[src/ebsf_pkg.sv]
package ebsf_pkg;

  // ----------------------------------------------------------------
  // bus widths
  // ----------------------------------------------------------------
  localparam int ADDR_W  = 16;
  localparam int DATA_W  = 16;
  localparam int GADDR_W = 15;

  // ----------------------------------------------------------------
  // control pad bit positions (all active low)
  // ----------------------------------------------------------------
  localparam int CTL_W   = 7;
  localparam int CTL_PS  = 0;
  localparam int CTL_DS  = 1;
  localparam int CTL_IS  = 2;
  localparam int CTL_RD  = 3;
  localparam int CTL_WE  = 4;
  localparam int CTL_RW  = 5;
  localparam int CTL_STB = 6;

  // ----------------------------------------------------------------
  // status pad bit positions (all active low except the flag)
  // ----------------------------------------------------------------
  localparam int STS_W    = 4;
  localparam int STS_ACK  = 0;
  localparam int STS_INS  = 1;
  localparam int STS_FLAG = 2;
  localparam int STS_IRQ  = 3;

  // ----------------------------------------------------------------
  // reset values
  // ----------------------------------------------------------------
  localparam logic [CTL_W-1:0]  CTL_IDLE    = 7'h7f;
  localparam logic [STS_W-1:0]  STS_RST     = 4'hf;
  localparam logic              FLAG_RST    = 1'b1;
  localparam logic [6:0]        PIN_SYNC_RST = 7'h6f;
  localparam int                SYNC_STAGES = 2;

  // ----------------------------------------------------------------
  // types
  // ----------------------------------------------------------------
  typedef enum logic [1:0] {
    SP_PROG   = 2'h0,
    SP_DATA   = 2'h1,
    SP_IO     = 2'h2,
    SP_GLOBAL = 2'h3
  } ebsf_space_t;

  typedef enum logic [1:0] {
    ST_IDLE = 2'b00,
    ST_ACT  = 2'b01,
    ST_DONE = 2'b11,
    ST_HOLD = 2'b10
  } ebsf_state_t;

endpackage

[src/ebsf_pad.sv]
`timescale 1ns/1ps
module ebsf_pad #(
  parameter int           W       = 1,
  parameter logic [W-1:0] RST_VAL = '0,
  parameter logic         RST_OEN = 1'b0
) (
  // clock and reset
  input  wire logic         i_clk,
  input  wire logic         i_reset_n,
  // drive request
  input  wire logic [W-1:0] i_val,
  input  wire logic         i_float,
  // pad side
  output logic      [W-1:0] o_out,
  output logic      [W-1:0] o_oe_n
);
  import ebsf_pkg::*;

  // registering value and enable together keeps them glitch free and aligned
  always_ff @(posedge i_clk or negedge i_reset_n) begin
    if (!i_reset_n) begin
      o_out  <= RST_VAL;
      o_oe_n <= {W{RST_OEN}};
    end else begin
      o_out  <= i_val;
      o_oe_n <= {W{i_float}};
    end
  end

endmodule

[src/ebsf_sync.sv]
`timescale 1ns/1ps
module ebsf_sync #(
  parameter int           W   = 1,
  parameter logic [W-1:0] RST = '0
) (
  // clock and reset
  input  wire logic         i_clk,
  input  wire logic         i_reset_n,
  // data
  input  wire logic [W-1:0] i_d,
  output logic      [W-1:0] o_q
);
  import ebsf_pkg::*;

  // first stage is read only by the second stage
  logic [W-1:0] meta;

  always_ff @(posedge i_clk or negedge i_reset_n) begin
    if (!i_reset_n) begin
      meta <= RST;
      o_q  <= RST;
    end else begin
      meta <= i_d;
      o_q  <= meta;
    end
  end

endmodule

[src/ebsf_top.sv]
// Summary of operation
// - write strobe falls as data drive begins
// - data held through write strobe rising edge
// - write strobe used for all spaces
// - write strobe floats in hold or off
// - hold floats address and controls, and data except while ram read data is driven
// - cede ack low while in hold
// - cede ack floats when off
// - global request low on global accesses
// - global region limited to 32K words
// - fetch indicator low on instruction fetches
// - fetch indicator grants ram access in hold
// - fetch indicator floats when off
// - branch condition true when sampled low
// - flag latch set by instruction or status load
// - flag high at reset, floats when off
// - irq ack low during vector fetch
// - irq ack floats when off
// - direction pin gives ram read or write
// - address pins are inputs during ram access
`timescale 1ns/1ps
module ebsf_top (
  // clock and reset
  input  wire logic                          i_clk,
  input  wire logic                          i_reset_n,
  // core cycle request
  input  wire logic                          i_cyc_req,
  input  wire ebsf_pkg::ebsf_space_t         i_cyc_space,
  input  wire logic                          i_cyc_write,
  input  wire logic                          i_cyc_fetch,
  input  wire logic                          i_cyc_vector,
  input  wire logic [ebsf_pkg::ADDR_W-1:0]   i_cyc_addr,
  input  wire logic [ebsf_pkg::DATA_W-1:0]   i_cyc_wdata,
  output logic                               o_cyc_done,
  output logic      [ebsf_pkg::DATA_W-1:0]   o_cyc_rdata,
  output logic                               o_hold_active,
  // core flag and branch control
  input  wire logic                          i_flag_set,
  input  wire logic                          i_flag_clr,
  input  wire logic                          i_stw_load,
  input  wire logic                          i_stw_flag,
  input  wire logic                          i_brt_sample,
  output logic                               o_brt_take,
  // on-chip ram access port
  output logic                               o_dma_req,
  output logic                               o_dma_write,
  output logic      [ebsf_pkg::ADDR_W-1:0]   o_dma_addr,
  output logic      [ebsf_pkg::DATA_W-1:0]   o_dma_wdata,
  input  wire logic [ebsf_pkg::DATA_W-1:0]   i_dma_rdata,
  // plain input pins
  input  wire logic                          i_hold_req_n,
  input  wire logic                          i_ready,
  input  wire logic                          i_branch_test_n,
  input  wire logic                          i_off_n,
  // address pins
  input  wire logic [ebsf_pkg::ADDR_W-1:0]   i_addr,
  output logic      [ebsf_pkg::ADDR_W-1:0]   o_addr,
  output logic      [ebsf_pkg::ADDR_W-1:0]   o_addr_oe_n,
  // data pins
  input  wire logic [ebsf_pkg::DATA_W-1:0]   i_data,
  output logic      [ebsf_pkg::DATA_W-1:0]   o_data,
  output logic      [ebsf_pkg::DATA_W-1:0]   o_data_oe_n,
  // memory control pins: ps, ds, is, rd, we, rw, strobe
  input  wire logic                          i_rw,
  input  wire logic                          i_strobe_n,
  output logic      [ebsf_pkg::CTL_W-1:0]    o_ctl,
  output logic      [ebsf_pkg::CTL_W-1:0]    o_ctl_oe_n,
  // global request pin
  input  wire logic                          i_global_req_n,
  output logic                               o_global_req_n,
  output logic                               o_global_req_oe_n,
  // status pins: cede ack, fetch ind, flag, irq ack
  output logic      [ebsf_pkg::STS_W-1:0]    o_sts,
  output logic      [ebsf_pkg::STS_W-1:0]    o_sts_oe_n
);
  import ebsf_pkg::*;

  // ----------------------------------------------------------------
  // pin synchronisers
  // ----------------------------------------------------------------
  logic [6:0]               pin_s;
  logic [ADDR_W+DATA_W-1:0] bus_s;
  logic                     hold_req;
  logic                     ready_s;
  logic                     brt_s;
  logic                     off_s;
  logic                     greq_s;
  logic                     stb_s;
  logic                     rw_s;
  logic [ADDR_W-1:0]        addr_s;
  logic [DATA_W-1:0]        data_s;

  ebsf_sync #(.W(7), .RST(PIN_SYNC_RST)) u_sync_pin (
    .i_clk     (i_clk),
    .i_reset_n (i_reset_n),
    .i_d       ({i_hold_req_n, i_ready, i_branch_test_n, i_off_n,
                 i_global_req_n, i_strobe_n, i_rw}),
    .o_q       (pin_s)
  );

  // bus words are synchronised every cycle and used only at a strobe fall or a completing ready
  ebsf_sync #(.W(ADDR_W+DATA_W), .RST('0)) u_sync_bus (
    .i_clk     (i_clk),
    .i_reset_n (i_reset_n),
    .i_d       ({i_addr, i_data}),
    .o_q       (bus_s)
  );

  assign hold_req = ~pin_s[6];
  assign ready_s  = pin_s[5];
  assign brt_s    = pin_s[4];
  assign off_s    = pin_s[3];
  assign greq_s   = pin_s[2];
  assign stb_s    = pin_s[1];
  assign rw_s     = pin_s[0];
  assign addr_s   = bus_s[ADDR_W+DATA_W-1:DATA_W];
  assign data_s   = bus_s[DATA_W-1:0];

  // ----------------------------------------------------------------
  // bus cycle state machine
  // ----------------------------------------------------------------
  ebsf_state_t       state;
  ebsf_state_t       next_state;
  ebsf_space_t       cur_space;
  logic              cur_write;
  logic              cur_fetch;
  logic              cur_vector;
  logic [ADDR_W-1:0] cur_addr;
  logic [DATA_W-1:0] cur_wdata;
  logic [1:0]        act_wait;
  logic              ready_ok;

  // ready lags the pads by a strobe plus the synchroniser, so an old high is ignored
  always_ff @(posedge i_clk or negedge i_reset_n) begin
    if (!i_reset_n) begin
      act_wait <= 2'h0;
    end else if (state != ST_ACT) begin
      act_wait <= 2'h0;
    end else if (!ready_ok) begin
      act_wait <= act_wait + 2'h1;
    end
  end

  assign ready_ok = (act_wait == 2'(SYNC_STAGES + 1));

  always_comb begin
    next_state = state;
    unique case (state)
      ST_IDLE: begin
        if (hold_req) begin
          next_state = ST_HOLD;
        end else if (i_cyc_req) begin
          next_state = ST_ACT;
        end
      end
      ST_ACT: begin
        if (ready_ok && ready_s) begin
          next_state = ST_DONE;
        end
      end
      ST_DONE: begin
        next_state = ST_IDLE;
      end
      ST_HOLD: begin
        if (!hold_req) begin
          next_state = ST_IDLE;
        end
      end
    endcase
  end

  always_ff @(posedge i_clk or negedge i_reset_n) begin
    if (!i_reset_n) begin
      state <= ST_IDLE;
    end else begin
      state <= next_state;
    end
  end

  always_ff @(posedge i_clk or negedge i_reset_n) begin
    if (!i_reset_n) begin
      cur_space  <= SP_PROG;
      cur_write  <= 1'b0;
      cur_fetch  <= 1'b0;
      cur_vector <= 1'b0;
      cur_addr   <= '0;
      cur_wdata  <= '0;
    end else if (state == ST_IDLE && next_state == ST_ACT) begin
      cur_space  <= i_cyc_space;
      cur_write  <= i_cyc_write;
      cur_fetch  <= i_cyc_fetch;
      cur_vector <= i_cyc_vector;
      cur_wdata  <= i_cyc_wdata;
      if (i_cyc_space == SP_GLOBAL) begin
        cur_addr <= {1'b0, i_cyc_addr[GADDR_W-1:0]};
      end else begin
        cur_addr <= i_cyc_addr;
      end
    end
  end

  always_ff @(posedge i_clk or negedge i_reset_n) begin
    if (!i_reset_n) begin
      o_cyc_done  <= 1'b0;
      o_cyc_rdata <= '0;
    end else begin
      o_cyc_done <= (state == ST_ACT) && ready_ok && ready_s;
      if (state == ST_ACT && ready_ok && ready_s && !cur_write) begin
        o_cyc_rdata <= data_s;
      end
    end
  end

  assign o_hold_active = (state == ST_HOLD);

  // ----------------------------------------------------------------
  // external ram access while the bus is ceded
  // ----------------------------------------------------------------
  logic dma_grant;
  logic stb_d;
  logic dma_start;
  logic dma_rd_cap;
  logic dma_rd_drive;
  logic [DATA_W-1:0] dma_rdata;

  // grant follows the master's request, only while in hold
  always_ff @(posedge i_clk or negedge i_reset_n) begin
    if (!i_reset_n) begin
      dma_grant <= 1'b0;
    end else begin
      dma_grant <= (state == ST_HOLD) && hold_req && !greq_s;
    end
  end

  always_ff @(posedge i_clk or negedge i_reset_n) begin
    if (!i_reset_n) begin
      stb_d <= 1'b1;
    end else begin
      stb_d <= stb_s;
    end
  end

  assign dma_start = dma_grant && stb_d && !stb_s;

  always_ff @(posedge i_clk or negedge i_reset_n) begin
    if (!i_reset_n) begin
      o_dma_req   <= 1'b0;
      o_dma_write <= 1'b0;
      o_dma_addr  <= '0;
      o_dma_wdata <= '0;
      dma_rd_cap  <= 1'b0;
    end else begin
      o_dma_req  <= dma_start;
      dma_rd_cap <= o_dma_req && !o_dma_write;
      if (dma_start) begin
        o_dma_write <= !rw_s;
        o_dma_addr  <= addr_s;
        o_dma_wdata <= data_s;
      end
    end
  end

  // read data is returned the cycle after the request and held until the strobe ends
  always_ff @(posedge i_clk or negedge i_reset_n) begin
    if (!i_reset_n) begin
      dma_rdata    <= '0;
      dma_rd_drive <= 1'b0;
    end else begin
      if (dma_rd_cap) begin
        dma_rdata <= i_dma_rdata;
      end
      if (dma_rd_cap) begin
        dma_rd_drive <= 1'b1;
      end else if (stb_s || !dma_grant) begin
        dma_rd_drive <= 1'b0;
      end
    end
  end

  // ----------------------------------------------------------------
  // flag latch and branch test
  // ----------------------------------------------------------------
  logic flag;

  always_ff @(posedge i_clk or negedge i_reset_n) begin
    if (!i_reset_n) begin
      flag <= FLAG_RST;
    end else if (i_stw_load) begin
      flag <= i_stw_flag;
    end else if (i_flag_set) begin
      flag <= 1'b1;
    end else if (i_flag_clr) begin
      flag <= 1'b0;
    end
  end

  always_ff @(posedge i_clk or negedge i_reset_n) begin
    if (!i_reset_n) begin
      o_brt_take <= 1'b0;
    end else if (i_brt_sample) begin
      o_brt_take <= !brt_s;
    end
  end

  // ----------------------------------------------------------------
  // pad drive
  // ----------------------------------------------------------------
  logic              active;
  logic              in_hold;
  logic              data_drive;
  logic [CTL_W-1:0]  ctl_val;
  logic [STS_W-1:0]  sts_val;
  logic [DATA_W-1:0] data_val;

  assign active     = (state == ST_ACT);
  assign in_hold    = (state == ST_HOLD);
  // write data spans the whole strobe and the cycle after its rise
  assign data_drive = ((active || state == ST_DONE) && cur_write)
                      || (in_hold && dma_rd_drive);
  assign data_val   = in_hold ? dma_rdata : cur_wdata;

  always_comb begin
    ctl_val          = CTL_IDLE;
    ctl_val[CTL_PS]  = !(active && cur_space == SP_PROG);
    ctl_val[CTL_DS]  = !(active && (cur_space == SP_DATA || cur_space == SP_GLOBAL));
    ctl_val[CTL_IS]  = !(active && cur_space == SP_IO);
    ctl_val[CTL_RD]  = !(active && !cur_write);
    ctl_val[CTL_WE]  = !(active && cur_write);
    ctl_val[CTL_RW]  = !(active && cur_write);
    ctl_val[CTL_STB] = !active;
  end

  always_comb begin
    sts_val           = STS_RST;
    sts_val[STS_ACK]  = !in_hold;
    sts_val[STS_INS]  = in_hold ? !dma_grant : !(active && cur_fetch);
    sts_val[STS_FLAG] = flag;
    sts_val[STS_IRQ]  = !(active && cur_vector);
  end

  ebsf_pad #(.W(ADDR_W), .RST_VAL('0), .RST_OEN(1'b0)) u_pad_addr (
    .i_clk     (i_clk),
    .i_reset_n (i_reset_n),
    .i_val     (cur_addr),
    .i_float   (!off_s || in_hold),
    .o_out     (o_addr),
    .o_oe_n    (o_addr_oe_n)
  );

  ebsf_pad #(.W(DATA_W), .RST_VAL('0), .RST_OEN(1'b1)) u_pad_data (
    .i_clk     (i_clk),
    .i_reset_n (i_reset_n),
    .i_val     (data_val),
    .i_float   (!off_s || !data_drive),
    .o_out     (o_data),
    .o_oe_n    (o_data_oe_n)
  );

  ebsf_pad #(.W(CTL_W), .RST_VAL(CTL_IDLE), .RST_OEN(1'b0)) u_pad_ctl (
    .i_clk     (i_clk),
    .i_reset_n (i_reset_n),
    .i_val     (ctl_val),
    .i_float   (!off_s || in_hold),
    .o_out     (o_ctl),
    .o_oe_n    (o_ctl_oe_n)
  );

  ebsf_pad #(.W(1), .RST_VAL(1'b1), .RST_OEN(1'b0)) u_pad_greq (
    .i_clk     (i_clk),
    .i_reset_n (i_reset_n),
    .i_val     (!(active && cur_space == SP_GLOBAL)),
    .i_float   (!off_s || in_hold),
    .o_out     (o_global_req_n),
    .o_oe_n    (o_global_req_oe_n)
  );

  ebsf_pad #(.W(STS_W), .RST_VAL(STS_RST), .RST_OEN(1'b0)) u_pad_sts (
    .i_clk     (i_clk),
    .i_reset_n (i_reset_n),
    .i_val     (sts_val),
    .i_float   (!off_s),
    .o_out     (o_sts),
    .o_oe_n    (o_sts_oe_n)
  );
endmodule

[config.mk]
export PLATFORM = sky130hd
export DESIGN_NAME = ebsf_top
export DESIGN_NICKNAME = d
export VERILOG_FILES = /design/src/ebsf_pkg.sv /design/src/ebsf_pad.sv /design/src/ebsf_sync.sv /design/src/ebsf_top.sv
export SDC_FILE = /design/constraint.sdc
export NUM_CORES = 1
export LEC_CHECK = 0
export BUFFER_PORTS_ARGS = -buffer_cell sky130_fd_sc_hd__buf_2
export CORE_UTILIZATION = 45
export CTS_BUF_LIST = sky130_fd_sc_hd__clkbuf_16
export DETAILED_ROUTE_END_ITERATION = 8
export HOLD_SLACK_MARGIN = 0.02
export PLACE_DENSITY = 0.8
export SLEW_MARGIN = 20
export SYNTH_ARGS = -nofsm -noshare
export SYNTH_HDL_FRONTEND = slang
export SYNTH_SLANG_ARGS = --single-unit
[constraint.sdc]
create_clock -name i_clk -period 1.65 [get_ports i_clk]
set_input_delay 0.2475 -clock i_clk [delete_from_list [all_inputs] [get_ports i_clk]]
set_output_delay 0.2475 -clock i_clk [all_outputs]
set_load 0.1 [all_outputs]
### Yosys cells after proc, flatten, opt, wreduce, memory -nomap -nowiden

Index checks and enable logic that the tools add are counted.

| storage, ports and cells | value |
|---|---|
| output and inout port bits | 141 |
| flip-flop bits (word level) | 241 |

| operators by class | value |
|---|---|
| reduce and logical (&&, ||, !) cells | 49 |
| add/subtract/negate cells | 1 |
| mux-type cells | 15 |
| bitwise logic cells | 1 |
| equality and inequality tests | 11 |

Operators by type and width:

| operator | count |
|---|---|
| two-way mux 16 bit | 2 |
| logical AND 1 bit | 20 |
| zero test 1 bit | 19 |
| equality test 2 bit, second input constant | 6 |
| two-way mux 2 bit | 6 |
| one-hot mux 2 bit (4 select lines) | 1 |
| equality test 2 x 1 -> 1 bit, second input constant | 3 |
| logical OR 1 bit | 6 |
| two-way mux 1 bit | 6 |
| zero test 2 bit | 2 |
| != test 2 x 1 -> 1 bit, second input constant | 2 |
| nonzero test 3 bit | 1 |
| adder 2 x 1 -> 2 bit, second input constant | 1 |
| nonzero test 2 bit | 1 |
| inverter 1 bit | 1 |

### Longest topological paths before layout

| logic depth | value |
|---|---|
| depth in word-level cells | 6 |
| mapped depth | 5 |
| depth with buffers taken out | 4 |

### Cells and area by module

Synthesis repeated with hierarchy kept, for this count alone.

| second synthesis, totals | value |
|---|---|
| cell total of the unflattened synthesis | 486 |
| area total of the unflattened synthesis | 8002.7 µm² |

By module, submodules not included:

| module | cells each | sequential area each (µm²) | times used | area an instance (µm²) |
|---|---|---|---|---|
| ebsf_top | 320 | 2855.2 | 1 | 4500.6 |
| ebsf_sync (u_sync_bus) | 64 | 1601.5 | 1 | 1601.5 |
| ebsf_pad (u_pad_data) | 32 | 426.7 | 1 | 539.3 |
| ebsf_pad (u_pad_addr) | 32 | 425.4 | 1 | 538.0 |
| ebsf_sync (u_sync_pin) | 14 | 365.4 | 1 | 365.4 |
| ebsf_pad (u_pad_ctl) | 14 | 209.0 | 1 | 254.0 |
| ebsf_pad (u_pad_sts) | 8 | 130.1 | 1 | 152.6 |
| ebsf_pad (u_pad_greq) | 2 | 51.3 | 1 | 51.3 |

### Worst setup path before layout

OpenSTA, ideal clock, no wires.

| path | value |
|---|---|
| path kind | register to register |
| start point | register state[0] |
| end point | register u_pad_data.o_out[0] |
| arrival | 1.931 ns |
| setup slack | -0.350 ns |
| library setup time | 0.069 ns |
| cell stages (with the launch flop) | 6 |
| cells stage by stage | dfrtp_1 -> nand2b_1 -> clkinv_1 -> clkbuf_1 -> nand2_1 -> nand2_1 |

| on the way | value |
|---|---|
| word-level cells in the longest chain between the ends | 2 |

Ends and longest elaborated chain:

| what | line | text |
|---|---|---|
| start: declaration | ebsf_top.sv:122 | `ebsf_state_t state;` |
| start signal: assignment | ebsf_top.sv:176 | `state <= next_state;` |
| equality test 2 bit | - |  |
| named net o_hold_active | ebsf_top.sv:36 | `output logic o_hold_active,` |
| two-way mux 16 bit | ebsf_top.sv:320 | `assign data_val = in_hold ? dma_rdata : cur_wdata;` |
| named net data_val[0] | ebsf_top.sv:313 | `logic [DATA_W-1:0] data_val;` |
| end signal: assignment | ebsf_pad.sv:25 | `o_out <= i_val;` |
| end: declaration | ebsf_pad.sv:14 | `output logic [W-1:0] o_out,` |

The timed path passes the listed nets, and every way through them passes these cells.
A chain may end at the register's enable or synchronous reset.

### Final worst setup path

| path | value |
|---|---|
| start point | register, netlist name u_pad_data.o_oe_n[0] |
| end point | output port o_data_oe_n[4] (netlist name) |

RTL lines:

| what | line | text |
|---|---|---|
| end: declaration | ebsf_top.sv:62 | `output logic [ebsf_pkg::DATA_W-1:0] o_data_oe_n,` |

No word-level cell between the ends.

==> metrics.yaml <==
run_status:
  outcome: "complete, but fails checks"
  violations: "setup timing"
synthesis:
  synthMuxAreaShare_pct: 14.6
  synth_enable_flop_cells: 0
  dominantRegCellSynth: "dfrtp_1"
  synth_compound_area_share_pct: 0.740
  synth_simple_gate_area_share_pct: 3.97
  synth_area_um2: 7950
  synth_cells: 486
  yosysSeqAreaShare_pct: 75.3
  synth.distinct_cells: 31
  syn_nets: 587
  yosys.area_share.adder_pct: 0.157
  synth_xor_area_share_pct: 0.110
  async_flop_share_pct: 100
  syn_area_per_cell_um2: 16.4
  synth_top_family_by_area: "multiplexers"
  ys_seq_elements: 238
  yosysWarnings: 0
routing:
  firstDrtPassIters: 4
  vias_per_cell: 4.60
  dr.max_layer_used: "met4"
  wirelength_um: 17100
  drt_iter0_markers: 168
  wl_met2_um: 9240
  vias: 4889
  wire_per_inst_um: 16.1
  wl_met3_um: 1060
  drc: 0
  met1_length_um: 6310
  postRouteAntennaNets: 0
floorplan:
  ios: 241
  fp.dieH_um: 135
  die_w_um: 135
  core_region_area_um2: 17300
  dieArea_um2: 18200
  start_util_pct: 46.0
  rows: 48
grt:
  grt_pass1_wl_um: 27400
  first_global_vias: 5383
  antenna_found_initial: 0
  globalRouteTotalUtil_pct: 19.5
  grt_max_degree: 53
  grt_overflow: 0
final_layout:
  layout_common_cells: "dfrtp_1 (209), buf_2 (186), mux2_2 (101), dlygate4sd3_1 (96), nand2_1 (58)"
  areaGrowthSynthToFinish_pct: 47.1
  drive_above_1_share_pct: 52.0
  nNetsFinal: 918
  layout.cells.non_filler: 1063
  final_common_cell: "dfrtp_1"
  final_area_um2: 11700
timing:
  relSlewSlack_pct: 65.7
  tightest_slew_ns: 0.518
  timing.final.ws_setup_ns: -0.0569
  hold_viol: 0
  fmax_ghz: 0.586
  period_share_pct: 103
  setup_viol: 16
  fin_skew_ns: 0.0112
  fin_tns_setup_ns: -0.885
  rsz0062_at_grt: "true"
  finalCriticalPeriod_ns: 1.71
  slew_violations: 0
clocking:
  clk_pin_slew_ns: 0.06
  clock_path_buffers: 3
  numCtsBuffers: 25
  cts-htree-levels: 1
  clock-sinks: 238
  clock-root-buffer: "clkbuf_16"
  tritoncts: "yes"
  insertion_delay_ns: 0.51
worst_setup_path:
  crit_family: "flip-flops"
  slowest_delay_ns: 0.59
  critPathMaxFanout: 8
  worstSetupPathType: "reg2out"
  worstPathArrival_ns: 1.46
  crit_path_start_kind: "register"
  worstPathCellList: "buf_16 > buf_12"
  crit_buf_inv: 2
  end_kind: "output port"
  slowest_stage: "dfstp_2"
  worstPathRequired_ns: 1.40
power:
  totalPowerFinal_uw: 19600
  powerDensity_nw_per_um2: 1680
  p_leak_uw: 0.00578
  vdd_drop_max_mv: 0.994
job:
  cap_violations: 0
worst_hold_path:
  hold_class: "in2reg"
placement:
  post_dp_cell_area_um2: 9550
  dp_hpwl_um: 10300
  numPortBuffers: 240
  gp_congestion: 0.745
  dp.cells: 915
-- flip-flops by register name, indices dropped and copies added, names as in the netlist, 2 cells and up --
| register | cells |
|---|---|
| act_wait | 2 |
| cur_addr | 16 |
| cur_space | 2 |
| cur_wdata | 16 |
| dma_rdata | 16 |
| o_cyc_rdata | 16 |
| o_dma_addr | 16 |
| o_dma_wdata | 16 |
| state | 2 |
| u_pad_addr.o_out | 16 |
| u_pad_ctl.o_out | 6 |
| u_pad_data.o_out | 16 |
| u_pad_sts.o_out | 4 |
| u_sync_bus.meta | 32 |
| u_sync_bus.o_q | 32 |
| u_sync_pin.meta | 7 |
| u_sync_pin.o_q | 7 |
-- layer usage --
layer | global-route usage (%) | up-vias
met2 | 35.6 | 183
met1 | 22.1 | 2438
met5 | 0 | -
met3 | 4.43 | 40
li1 | - | 2228
met4 | 7.12 | 0
-- synthesized netlist by cell type, types with 2 or more instances --
library cell	n	area share [%]
dfrtp_1	212	67
mux2_2	101	14
nand2_1	58	2.7
buf_4	45	4.2
dfstp_2	26	8.6
clkbuf_1	5	0.24
inv_1	5	0.24
nor2_1	5	0.24
buf_2	3	0.19
a21oi_1	2	0.13
mux2i_1	2	0.25
nand2b_1	2	0.16
o21ai_0	2	0.13
-- through the flow --
| stage | util [%] | setup slack, ns | hold WS [ns] |
|---|---|---|---|
| 6_report | 67.6 | -0.0569 | 0.141 |
| 3_3_place_gp | 55.2 | 0.134 | 0.186 |
| 5_1_grt | 67.6 | -0.103 | 0.142 |
| 2_1_floorplan | - | 0.00650 | -0.0481 |
| 4_1_cts | 66.9 | -0.100 | 0.122 |
| 3_5_place_dp | 55.2 | 0.0985 | 0.189 |
-- final cells by class --
type | instances | area, µm²
fill | 1181 | 5610
inverter | 7 | 41.3
clock buffer | 25 | 626
tap | 225 | 282
clock inverter | 21 | 153
antenna | 2 | 5.00
timing repair buffer | 358 | 3020
sequential | 238 | 5990
multi-input combinational | 187 | 1570
-- timing repair --
action	in CTS	in global routing
resized for setup	75	24
endpoints found under the hold margin	173	0
endpoints found under the setup margin	53	30
setup buffers	2	1
gates cloned	1	0
pin swaps	0	0
hold buffers	96	0
-- logic make-up (layout without fill, tap and decap cells) --
group           count (synthesis)  count (layout)
compound gates                  9               9
mux                           103             103
fa+ha+maj                       1               1
buf+inv                        61             411
xor+xnor                        1               1
flops                         238             238
other cells                     0               2
simple gates                   73              73
-- worst paths after layout --
check	from	cells after the start	slack, ns	endpoint
max in group asynchronous	i_reset_n	3	0.71	u_pad_ctl.o_out[0]
min in group asynchronous	i_reset_n	2	0.25	u_sync_bus.meta[17]
hold / removal	i_cyc_addr[15]	3	0.14	cur_addr[15]
setup / recovery	u_pad_data.o_oe_n[0]	2	-0.06	o_data_oe_n[4]
setup reg to reg	state[1]	5	0.08	o_cyc_rdata[3]
hold reg to reg	u_sync_bus.meta[19]	0	0.34	u_sync_bus.o_q[19]
-- power breakdown --
part	internal (µW)	switching (µW)	leakage, µW
Sequential	6880	474	0.00286
Combinational	1560	5480	0.00251
Clock	3070	2170	0.000415
-- tightest hold or removal path, stage by stage --
cell and delay [ns]:
buf_2 0.07, a21boi_0 0.15, mux2_2 0.15
Power figures use the tool's default switching activity.
